`src/itml_pkg.sv`:
```
// Constants and carrier types for the interval timer mode logic
package itml_pkg;
   localparam logic [2:0]  ITML_MODE0   = 3'h0;
   localparam logic [2:0]  ITML_MODE1   = 3'h1;
   localparam logic [2:0]  ITML_MODE2   = 3'h2;
   localparam logic [2:0]  ITML_MODE3   = 3'h3;
   localparam logic [2:0]  ITML_MODE4   = 3'h4;
   localparam logic [2:0]  ITML_MODE5   = 3'h5;
   localparam logic [1:0]  ITML_RW_LSB  = 2'h1;
   localparam logic [1:0]  ITML_RW_MSB  = 2'h2;
   localparam logic [1:0]  ITML_RW_BOTH = 2'h3;
   localparam logic [15:0] ITML_CR_RST  = 16'h0000;
   localparam logic [15:0] ITML_CE_RST  = 16'h0000;
   localparam logic [15:0] ITML_BIN_TOP = 16'hFFFF;
   localparam logic [15:0] ITML_BCD_TOP = 16'h9999;
   localparam logic [15:0] ITML_ONE     = 16'h0001;
   localparam logic [15:0] ITML_TWO     = 16'h0002;
   localparam logic [15:0] ITML_ZERO    = 16'h0000;
   localparam logic        ITML_GATE_RST = 1'b0;
   localparam logic        ITML_OUT_RST  = 1'b1;
   localparam int          ITML_FREE_GATES = 2;

   // Control word fields for this channel
   typedef struct packed {
      logic [1:0] rw;
      logic [2:0] mode;
      logic       bcd;
   } itml_cw_t;

   // One byte write to the count holding register
   typedef struct packed {
      logic       wr;
      logic [7:0] data;
   } itml_byte_t;

   localparam itml_cw_t ITML_CW_RST = '{rw: ITML_RW_LSB, mode: ITML_MODE0, bcd: 1'b0};
endpackage : itml_pkg

```
`src/itml_timer.sv`:
```
// One 16-bit interval timer channel: gate handling, loading, counting and output per mode
`timescale 1ns/100ps
`default_nettype none

// Notes on behaviour
// - One-shot: high, low after trigger until zero
// - One-shot: each trigger reloads, N-pulse low
// - One-shot: new count waits for next trigger
// - Rate: low one pulse at 1, reload
// - Rate: gate low stops, forces high; edge reloads
// - Rate: load next pulse after count write
// - Rate: new count at period end or trigger
// - Square: high half, low half, period N
// - Square: gate low stops, forces high; edge reloads
// - Square: new count at half end or trigger
// - Square even: step two, toggle at 2
// - Square odd: load N-1, low one late
// - Soft strobe: write starts, low at count 1, N ticks later
// - Soft strobe: second byte arms the load
// - Gate strobe: edge loads, strobe at count 1, N ticks later
// - Gate strobe: new count waits for trigger
// - Gate sampled on rise, edges latched
// - Load and decrement on tick falling edge
// - Zero count means maximum count
// - Modes 0,1,4,5 wrap; 2,3 reload
// - Mode 0: low until zero, then high
// - Gate fixed high or port bit, reset low
// - Control word write resets logic at once
module itml_timer
   import itml_pkg::*;
#(
   parameter int TIMER_INDEX = 2
) (
   // Clock and reset
   input  wire logic        clk_in,
   input  wire logic        nrst_in,
   // Timer tick pin
   input  wire logic        timer_tick_input_in,
   // Software writes
   input  wire logic        cw_wr_in,
   input  wire itml_cw_t    cw_in,
   input  wire itml_byte_t  cnt_byte_in,
   // Internal control port gate bit
   input  wire logic        gate_port_wr_in,
   input  wire logic        gate_port_bit_in,
   // Channel state
   output logic             timer_signal_out,
   output logic [15:0]      count_value_out,
   output logic             count_loaded_out
);

   function automatic logic [15:0] itml_dec(input logic [15:0] v, input logic bcd, input logic [1:0] k);
      logic [15:0] r;
      logic [4:0]  d;
      logic [1:0]  b;
      r = v;
      b = k;
      for (int i = 0; i < 4; i++) begin
         d = {1'b0, v[4*i +: 4]} - {3'b000, b};
         r[4*i +: 4] = d[4] ? 4'(d + 5'h0A) : d[3:0];
         b = {1'b0, d[4]};
      end
      return bcd ? r : 16'(v - {14'h0000, k});
   endfunction : itml_dec

   // Registers
   logic        tick_s1_r;
   logic        tick_s2_r;
   logic        tick_d_r;
   logic        gate_r;
   logic        gate_prev_r;
   logic        trig_ff_r;
   logic        trig_s_r;
   logic        gate_s_r;
   itml_cw_t    cw_r;
   logic [15:0] cr_r;
   logic [15:0] ce_r;
   logic        out_r;
   logic        loaded_r;
   logic        cnt_ok_r;
   logic        pend_r;
   logic        armed_r;
   logic        extra_r;
   logic        byte_hi_r;

   // Next-state values applied on a tick falling edge
   logic [15:0] ce_nxt;
   logic        out_nxt;
   logic        loaded_nxt;
   logic        pend_nxt;
   logic        armed_nxt;
   logic        extra_nxt;

   // Decode
   wire         tick_rise = tick_s2_r & ~tick_d_r;
   wire         tick_fall = ~tick_s2_r & tick_d_r;
   wire         gate      = (TIMER_INDEX < ITML_FREE_GATES) ? 1'b1 : gate_r;
   wire         gate_rise = gate & ~gate_prev_r;
   wire         both_fmt  = (cw_r.rw == ITML_RW_BOTH);
   wire         wr        = cnt_byte_in.wr;
   wire         wr_done   = wr & (~both_fmt | byte_hi_r);
   wire         wr_first  = wr & both_fmt & ~byte_hi_r;
   wire [15:0]  cr_wr     = (cw_r.rw == ITML_RW_MSB) ? {cnt_byte_in.data, 8'h00} :
                            (cw_r.rw == ITML_RW_LSB) ? {8'h00, cnt_byte_in.data} :
                            byte_hi_r ? {cnt_byte_in.data, cr_r[7:0]} : {cr_r[15:8], cnt_byte_in.data};
   wire [15:0]  dec1      = itml_dec(ce_r, cw_r.bcd, 2'h1);
   wire [15:0]  dec2      = itml_dec(ce_r, cw_r.bcd, 2'h2);
   wire [15:0]  sq_reload = {cr_r[15:1], 1'b0};
   wire         is_m0     = (cw_r.mode == ITML_MODE0);
   wire         periodic  = (cw_r.mode == ITML_MODE2) | (cw_r.mode == ITML_MODE3);
   wire         force_hi  = periodic & ~gate;
   wire         m0_hold   = is_m0 & byte_hi_r;

   always_comb begin
      ce_nxt     = ce_r;
      out_nxt    = out_r;
      loaded_nxt = loaded_r;
      pend_nxt   = pend_r;
      armed_nxt  = armed_r;
      extra_nxt  = extra_r;
      case (cw_r.mode)
         ITML_MODE0: begin
            if (pend_r) begin
               ce_nxt     = cr_r;
               pend_nxt   = 1'b0;
               loaded_nxt = 1'b1;
            end else if (loaded_r & gate_s_r & ~m0_hold) begin
               ce_nxt  = dec1;
               out_nxt = out_r | (dec1 == ITML_ZERO);
            end
         end
         ITML_MODE1: begin
            if (trig_s_r & cnt_ok_r) begin
               ce_nxt     = cr_r;
               out_nxt    = 1'b0;
               loaded_nxt = 1'b1;
            end else if (loaded_r) begin
               ce_nxt  = dec1;
               out_nxt = out_r | (dec1 == ITML_ZERO);
            end
         end
         ITML_MODE2: begin
            if ((trig_s_r | ~loaded_r) & cnt_ok_r) begin
               ce_nxt     = cr_r;
               loaded_nxt = 1'b1;
               out_nxt    = 1'b1;
            end else if (loaded_r & gate_s_r) begin
               if (ce_r == ITML_ONE) begin
                  ce_nxt  = cr_r;
                  out_nxt = 1'b1;
               end else begin
                  ce_nxt  = dec1;
                  out_nxt = (dec1 != ITML_ONE);
               end
            end
         end
         ITML_MODE3: begin
            if ((trig_s_r | ~loaded_r) & cnt_ok_r) begin
               ce_nxt     = sq_reload;
               loaded_nxt = 1'b1;
               out_nxt    = 1'b1;
               extra_nxt  = 1'b0;
            end else if (loaded_r & gate_s_r) begin
               if (extra_r) begin
                  out_nxt   = 1'b0;
                  ce_nxt    = sq_reload;
                  extra_nxt = 1'b0;
               end else if (ce_r == ITML_TWO) begin
                  if (out_r & cr_r[0]) begin
                     extra_nxt = 1'b1;
                     ce_nxt    = dec2;
                  end else begin
                     out_nxt = ~out_r;
                     ce_nxt  = sq_reload;
                  end
               end else begin
                  ce_nxt = dec2;
               end
            end
         end
         ITML_MODE4: begin
            if (pend_r) begin
               ce_nxt     = cr_r;
               pend_nxt   = 1'b0;
               armed_nxt  = 1'b1;
               loaded_nxt = 1'b1;
               out_nxt    = 1'b1;
            end else if (loaded_r & gate_s_r) begin
               ce_nxt    = dec1;
               out_nxt   = ~(armed_r & (dec1 == ITML_ONE));
               armed_nxt = armed_r & (dec1 != ITML_ONE);
            end
         end
         ITML_MODE5: begin
            if (trig_s_r & cnt_ok_r) begin
               ce_nxt     = cr_r;
               armed_nxt  = 1'b1;
               loaded_nxt = 1'b1;
               out_nxt    = 1'b1;
            end else if (loaded_r) begin
               ce_nxt    = dec1;
               out_nxt   = ~(armed_r & (dec1 == ITML_ONE));
               armed_nxt = armed_r & (dec1 != ITML_ONE);
            end
         end
         default: ce_nxt = ce_r;
      endcase
   end

   // Tick pin synchroniser; only the second stage is decoded
   always_ff @(posedge clk_in) begin
      if (!nrst_in) begin
         tick_s1_r <= 1'b0;
         tick_s2_r <= 1'b0;
         tick_d_r  <= 1'b0;
      end else begin
         tick_s1_r <= timer_tick_input_in;
         tick_s2_r <= tick_s1_r;
         tick_d_r  <= tick_s2_r;
      end
   end

   // Gate port bit, edge latch and rising-edge sampling
   always_ff @(posedge clk_in) begin
      if (!nrst_in) begin
         gate_r      <= ITML_GATE_RST;
         // Start at the gate's reset level so a tied-high gate gives no false trigger
         gate_prev_r <= (TIMER_INDEX < ITML_FREE_GATES);
         trig_ff_r   <= 1'b0;
         trig_s_r    <= 1'b0;
         gate_s_r    <= 1'b0;
      end else begin
         if (gate_port_wr_in) begin
            gate_r <= gate_port_bit_in;
         end
         gate_prev_r <= gate;
         // A new edge wins over the clear so no trigger is lost
         trig_ff_r   <= gate_rise | (trig_ff_r & ~tick_rise);
         if (tick_rise) begin
            trig_s_r <= trig_ff_r;
            gate_s_r <= gate;
         end
      end
   end

   // Software side: control word and count holding register
   always_ff @(posedge clk_in) begin
      if (!nrst_in) begin
         cw_r      <= ITML_CW_RST;
         cr_r      <= ITML_CR_RST;
         byte_hi_r <= 1'b0;
         cnt_ok_r  <= 1'b0;
      end else if (cw_wr_in) begin
         cw_r      <= cw_in;
         cr_r      <= ITML_CR_RST;
         byte_hi_r <= 1'b0;
         cnt_ok_r  <= 1'b0;
      end else if (wr) begin
         cr_r      <= cr_wr;
         byte_hi_r <= wr_first;
         cnt_ok_r  <= cnt_ok_r | wr_done;
      end
   end

   // Counting element moved only on the tick falling edge; output also on control word, mode 0 count write and gate-low force
   always_ff @(posedge clk_in) begin
      if (!nrst_in) begin
         ce_r     <= ITML_CE_RST;
         out_r    <= ITML_OUT_RST;
         loaded_r <= 1'b0;
         pend_r   <= 1'b0;
         armed_r  <= 1'b0;
         extra_r  <= 1'b0;
      end else if (cw_wr_in) begin
         out_r    <= (cw_in.mode != ITML_MODE0);
         loaded_r <= 1'b0;
         pend_r   <= 1'b0;
         armed_r  <= 1'b0;
         extra_r  <= 1'b0;
      end else begin
         if (tick_fall) begin
            ce_r     <= ce_nxt;
            loaded_r <= loaded_nxt;
            armed_r  <= armed_nxt;
            extra_r  <= extra_nxt;
         end
         // Completed write wins over a load in the same cycle
         pend_r <= wr_done | (tick_fall ? pend_nxt : pend_r);
         // Mode 0 drops the output as soon as any count byte lands
         if (is_m0 & wr) begin
            out_r <= 1'b0;
         end else if (force_hi) begin
            out_r <= 1'b1;
         end else if (tick_fall) begin
            out_r <= out_nxt;
         end
      end
   end

   assign timer_signal_out = out_r;
   assign count_value_out  = ce_r;
   assign count_loaded_out = loaded_r;
endmodule : itml_timer

`default_nettype wire

```
`config.mk`:
```
export PLATFORM = sky130hd
export DESIGN_NAME = itml_timer
export DESIGN_NICKNAME = d
export VERILOG_FILES = /design/src/itml_pkg.sv /design/src/itml_timer.sv
export SDC_FILE = /design/constraint.sdc
export NUM_CORES = 1
export LEC_CHECK = 0
export ABC_AREA = 1
export BUFFER_PORTS_ARGS = -buffer_cell sky130_fd_sc_hd__buf_4
export CAP_MARGIN = 20
export CORE_ASPECT_RATIO = 1.5
export CORE_MARGIN = 4
export CORE_UTILIZATION = 35
export DETAILED_ROUTE_END_ITERATION = 8
export GPL_TIMING_DRIVEN = 0
export MAX_ROUTING_LAYER = met4
export SYNTH_ARGS = -nofsm -noshare
export SYNTH_HDL_FRONTEND = slang
export SYNTH_SLANG_ARGS = --single-unit
```
`constraint.sdc`:
```
create_clock -name clk_in -period 3.7 [get_ports clk_in]
set_input_delay 0.555 -clock clk_in [delete_from_list [all_inputs] [get_ports clk_in]]
set_output_delay 0.555 -clock clk_in [all_outputs]
set_load 0.005 [all_outputs]
```
==> out/results.md <==
### Clock network
• 0.08 ns — clock slew seen by the registers of the worst setup and hold paths
• sky130_fd_sc_hd__clkbuf_16 — clock root cell
• 2 — CTS H-Tree Depth
• 53 — Num Clock Sinks
• 5 — number of buffers created by CTS
• 0 — CTS Hold Buffers Added
• built — clock tree from TritonCTS
• 0.31 ns — clock insertion delay at the later pin of the skew report
• 2 — maximum clock path buffer count

### Hold path
• 2 — cell depth of the worst hold path
• flip-flop to flip-flop — worst hold path class
• tick_s1_r — worst hold path startpoint
• tick_s2_r — end of the worst hold path

### STA
• 0.428 — relative max-transition margin
• 1 — final setup violating endpoints
• -0.00229 ns — final worst-path setup slack
• 0.00625 ns — worst-case clock skew
• 3.70 ns — minimum clock period after layout
• 0.421 ns — final worst hold slack
• 270 MHz — max frequency
• 1.00 — portion of the clock cycle consumed by the worst path in the final layout
• 0 — final hold viol count
• 0.851 ns — Worst Max-Slew Pin Slew
• true — RSZ-0062 raised after global routing
• 0 — max-slew violation count

### Synth
• 0 — number of enable flip-flop cells after synthesis
• 721 — cell count after synthesis
• 0 — asr flop ratio synth
• 4660 µm² — Syn Std Cell Area
• 0.228 — share of the synthesized area in the top cell type
• sky130_fd_sc_hd__dfxtp_1 23%, sky130_fd_sc_hd__nand2_1 12%, sky130_fd_sc_hd__nand3_1 7.1%, sky130_fd_sc_hd__inv_1 6.8%, sky130_fd_sc_hd__ha_1 6.7% — synth top area cells
• sky130_fd_sc_hd__dfxtp_1 — dominant register cell in the synthesized netlist
• sky130_fd_sc_hd__dfxtp_1 — library cell occupying the most area in the post-synthesis netlist
• 767 — Synthesized Nets
• 53 — flip-flop and latch count after synthesis
• 6.46 µm² — synthesized area divided by synthesized cell count
• 45 — count of cell types in the netlist
• 0.228 — post-synthesis sequential area ratio
• 0 — number of warnings reported in the yosys synthesis log

### Placement
• 1.02 — Final Wtd Congestion
• 12,400 µm — HPWL Detailed
• 38 — # port buffers

### Worst setup path
• 3.90 ns — critical path data required time
• 0.38 ns — Critical Path Max Stage Delay
• flip-flop to flip-flop — critical path class
• sky130_fd_sc_hd__dfxtp_4 — worst-path cell with the longest stage delay
• 3.91 ns — Critical Path AT
• 4 — crit-path max FO
• -0.002 ns — flop2flop setup slack
• adder cells — Largest delay share family, worst path
• 5 — CP bufs+invs
• flip-flop — Critical Path Source Type
• flip-flop — critical path endpoint category
• timer_signal_out — end of the worst register-to-register path
• 29 — cell count of the worst reg-to-reg path
• count_value_out[0] — Reg2Reg Launch Point

### Run status
• negative setup slack — violations in the final reports
• finished with violations — status

### Flow run
• 0 — number of max-capacitance violations reported

### Power and ir drop
• 0.349 — switching share of power
• 0.338 — clock network power share
• 0.352 — sequential power share
• 303 nW/µm² — power density of the placed cells
• 0.000259 V — Worst VDD drop
• 2.62 nW — static leakage
• 601 µW — switching power
• 0.309 — combinational share of power
• 1.72 mW — Final Total Pwr
• 1.12 mW — Internal Pwr Total

### Global route
• 0 — total gr overflow
• 19 — largest net degree at the start of global routing
• 0.216 — GRT Total Usage
• 4,809 — vias in the first global route
• 0 — antenna violations before repair
• 24,900 µm — first-pass GRT wire length

### Detailed routing
• 5 — count of TritonRoute iterations in the first routing pass
• 288 — number of DRC markers in iteration 0
• 5.41 — Via density
• 5,109 — routed vias
• 0 — residual antenna-violating net count after detailed routing
• 0 — detailed-route DRC error count
• 15,900 µm — total wire length
• 16.8 µm — routed wire length per instance

### Floorplanning
• 15,300 µm² — Die Footprint
• 13,000 µm² — floorplan core area
• 102 µm — die span in x
• 0.358 — starting utilization of the core area
• 39 — Boundary Pins
• 51 — site row count
• 149 µm — die height

### Layout
• 830 — final net count
• 3250 µm² — multi-input combinational cell area
• 0 — antenna cells
• 1070 µm² — total area of sequential cells
• 0.224 — share of post-route cells with drive strength above 1
• 22.0% — synth-to-layout area growth
• 0.437 — Layout Utilization
• 1,454 — Fillers

[through the flow]
stage	setup WS (ns)	setup TNS, ns	instances	cell area, µm²
6_report	-0.00229	-0.00229	944	5680
2_1_floorplan	0.00853	0	721	4690
4_1_cts	-0.0191	-0.0191	934	5510
3_3_place_gp	-0.553	-1.01	918	5170
3_5_place_dp	-0.567	-0.995	918	5170
5_1_grt	-0.148	-0.149	944	5680
[cells in the final DEF (no fill, tap or decap), types with 4 or more instances in the layout]
master / netlist / layout
sky130_fd_sc_hd__a211oi_1: 4 / 4
sky130_fd_sc_hd__a21oi_1: 61 / 61
sky130_fd_sc_hd__a31oi_1: 5 / 5
sky130_fd_sc_hd__buf_4: 3 / 58
sky130_fd_sc_hd__buf_6: 8 / 9
sky130_fd_sc_hd__clkbuf_1: 12 / 12
sky130_fd_sc_hd__clkbuf_16: 0 / 5
sky130_fd_sc_hd__dfxtp_1: 53 / 48
sky130_fd_sc_hd__ha_1: 25 / 12
sky130_fd_sc_hd__ha_4: 0 / 10
sky130_fd_sc_hd__inv_1: 84 / 77
sky130_fd_sc_hd__inv_2: 12 / 13
sky130_fd_sc_hd__inv_4: 0 / 5
sky130_fd_sc_hd__nand2_1: 146 / 142
sky130_fd_sc_hd__nand2_2: 8 / 10
sky130_fd_sc_hd__nand2_4: 6 / 7
sky130_fd_sc_hd__nand3_1: 66 / 65
sky130_fd_sc_hd__nand3_2: 4 / 5
sky130_fd_sc_hd__nand4_1: 9 / 9
sky130_fd_sc_hd__nor2_1: 51 / 50
sky130_fd_sc_hd__nor2_2: 13 / 13
sky130_fd_sc_hd__nor2_4: 11 / 12
sky130_fd_sc_hd__nor3_1: 7 / 7
sky130_fd_sc_hd__o2111ai_1: 4 / 4
sky130_fd_sc_hd__o211ai_1: 18 / 18
sky130_fd_sc_hd__o21ai_0: 57 / 53
sky130_fd_sc_hd__o21ai_1: 7 / 10
sky130_fd_sc_hd__o21ai_2: 3 / 4
sky130_fd_sc_hd__o22ai_1: 8 / 7
sky130_fd_sc_hd__o31ai_1: 6 / 5
sky130_fd_sc_hd__xor2_1: 8 / 7
[routing by layer]
layer | routed length (µm) | up-vias | global-route usage
met4 | 684 | 0 | 0.0985
met5 | 0 | - | -
met1 | 6180 | 2378 | 0.234
met3 | 579 | 46 | 0.0257
li1 | - | 2544 | -
met2 | 8440 | 141 | 0.387
[what timing repair did]
action	4_1_cts	5_1_grt
resized for setup	29	25
pin swaps	9	14
gates cloned	0	0
buffers inserted	8	10
endpoints found under the setup margin	4	3
[tightest hold or removal path, cell delays in order (launching register included)]
cell and delay [ns]:
sky130_fd_sc_hd__dfxtp_1 0.31, sky130_fd_sc_hd__nand2_1 0.05, sky130_fd_sc_hd__inv_1 0.04
[layout make-up]
type                       instances  share of cell area
multi-input combinational        544               0.573
sequential                        53               0.189
timing repair buffer              56              0.0746
inverter                          97              0.0676
tap                              159              0.0350
buffer                            27              0.0313
clock buffer                       5              0.0220
clock inverter                     3             0.00836
[cell families after synthesis]
family,after synthesis,synth area share
flip-flops,53,0.228
AO/OA/AOI/OAI,182,0.229
XOR/XNOR,11,0.0207
buffers and inverters,124,0.116
AND/OR/NAND/NOR,326,0.339
adder cells (fa/ha/maj),25,0.0671
[power by group through the flow]
stage | logic [mW] | registers, mW | clock network, mW
4_1_cts | 0.498 | 0.606 | 0.593
3_3_place_gp | 0.467 | 0.620 | 0
2_1_floorplan | 0.346 | 0.613 | 0
3_5_place_dp | 0.469 | 0.620 | 0
5_1_grt | 0.593 | 0.609 | 0.612
6_report | 0.532 | 0.607 | 0.583
[worst max path at each step]
stage                  startpoint                to  cells past startpoint
3_5_place_dp   count_value_out[3]  timer_signal_out                     29
3_3_place_gp   count_value_out[3]  timer_signal_out                     29
5_1_grt        count_value_out[0]  timer_signal_out                     29
2_1_floorplan  count_value_out[0]  timer_signal_out                     29
6_report       count_value_out[0]  timer_signal_out                     29
4_1_cts        count_value_out[0]  timer_signal_out                     29
[cells in the mapped netlist (2+ instances only)]
| master | n |
|---|---|
| sky130_fd_sc_hd__a21oi_1 | 61 |
| sky130_fd_sc_hd__o211ai_1 | 18 |
| sky130_fd_sc_hd__nand3_2 | 4 |
| sky130_fd_sc_hd__o2111ai_1 | 4 |
| sky130_fd_sc_hd__buf_4 | 3 |
| sky130_fd_sc_hd__nand4_1 | 9 |
| sky130_fd_sc_hd__a211oi_1 | 4 |
| sky130_fd_sc_hd__o31ai_1 | 6 |
| sky130_fd_sc_hd__buf_2 | 3 |
| sky130_fd_sc_hd__nand3_1 | 66 |
| sky130_fd_sc_hd__o21ai_0 | 57 |
| sky130_fd_sc_hd__nand2_2 | 8 |
| sky130_fd_sc_hd__nand2_4 | 6 |
| sky130_fd_sc_hd__clkbuf_1 | 12 |
| sky130_fd_sc_hd__buf_6 | 8 |
| sky130_fd_sc_hd__o21ai_1 | 7 |
| sky130_fd_sc_hd__ha_1 | 25 |
| sky130_fd_sc_hd__xnor2_1 | 3 |
| sky130_fd_sc_hd__inv_1 | 84 |
| sky130_fd_sc_hd__nor3_1 | 7 |
| sky130_fd_sc_hd__nor2_4 | 11 |
| sky130_fd_sc_hd__nor2_1 | 51 |
| sky130_fd_sc_hd__inv_2 | 12 |
| sky130_fd_sc_hd__dfxtp_1 | 53 |
| sky130_fd_sc_hd__xor2_1 | 8 |
| sky130_fd_sc_hd__a31oi_1 | 5 |
| sky130_fd_sc_hd__o21a_1 | 2 |
| sky130_fd_sc_hd__nand2_1 | 146 |
| sky130_fd_sc_hd__o21ai_2 | 3 |
| sky130_fd_sc_hd__nor2_2 | 13 |
| sky130_fd_sc_hd__o22ai_1 | 8 |
No activity file was read; power rests on OpenSTA's default activity.
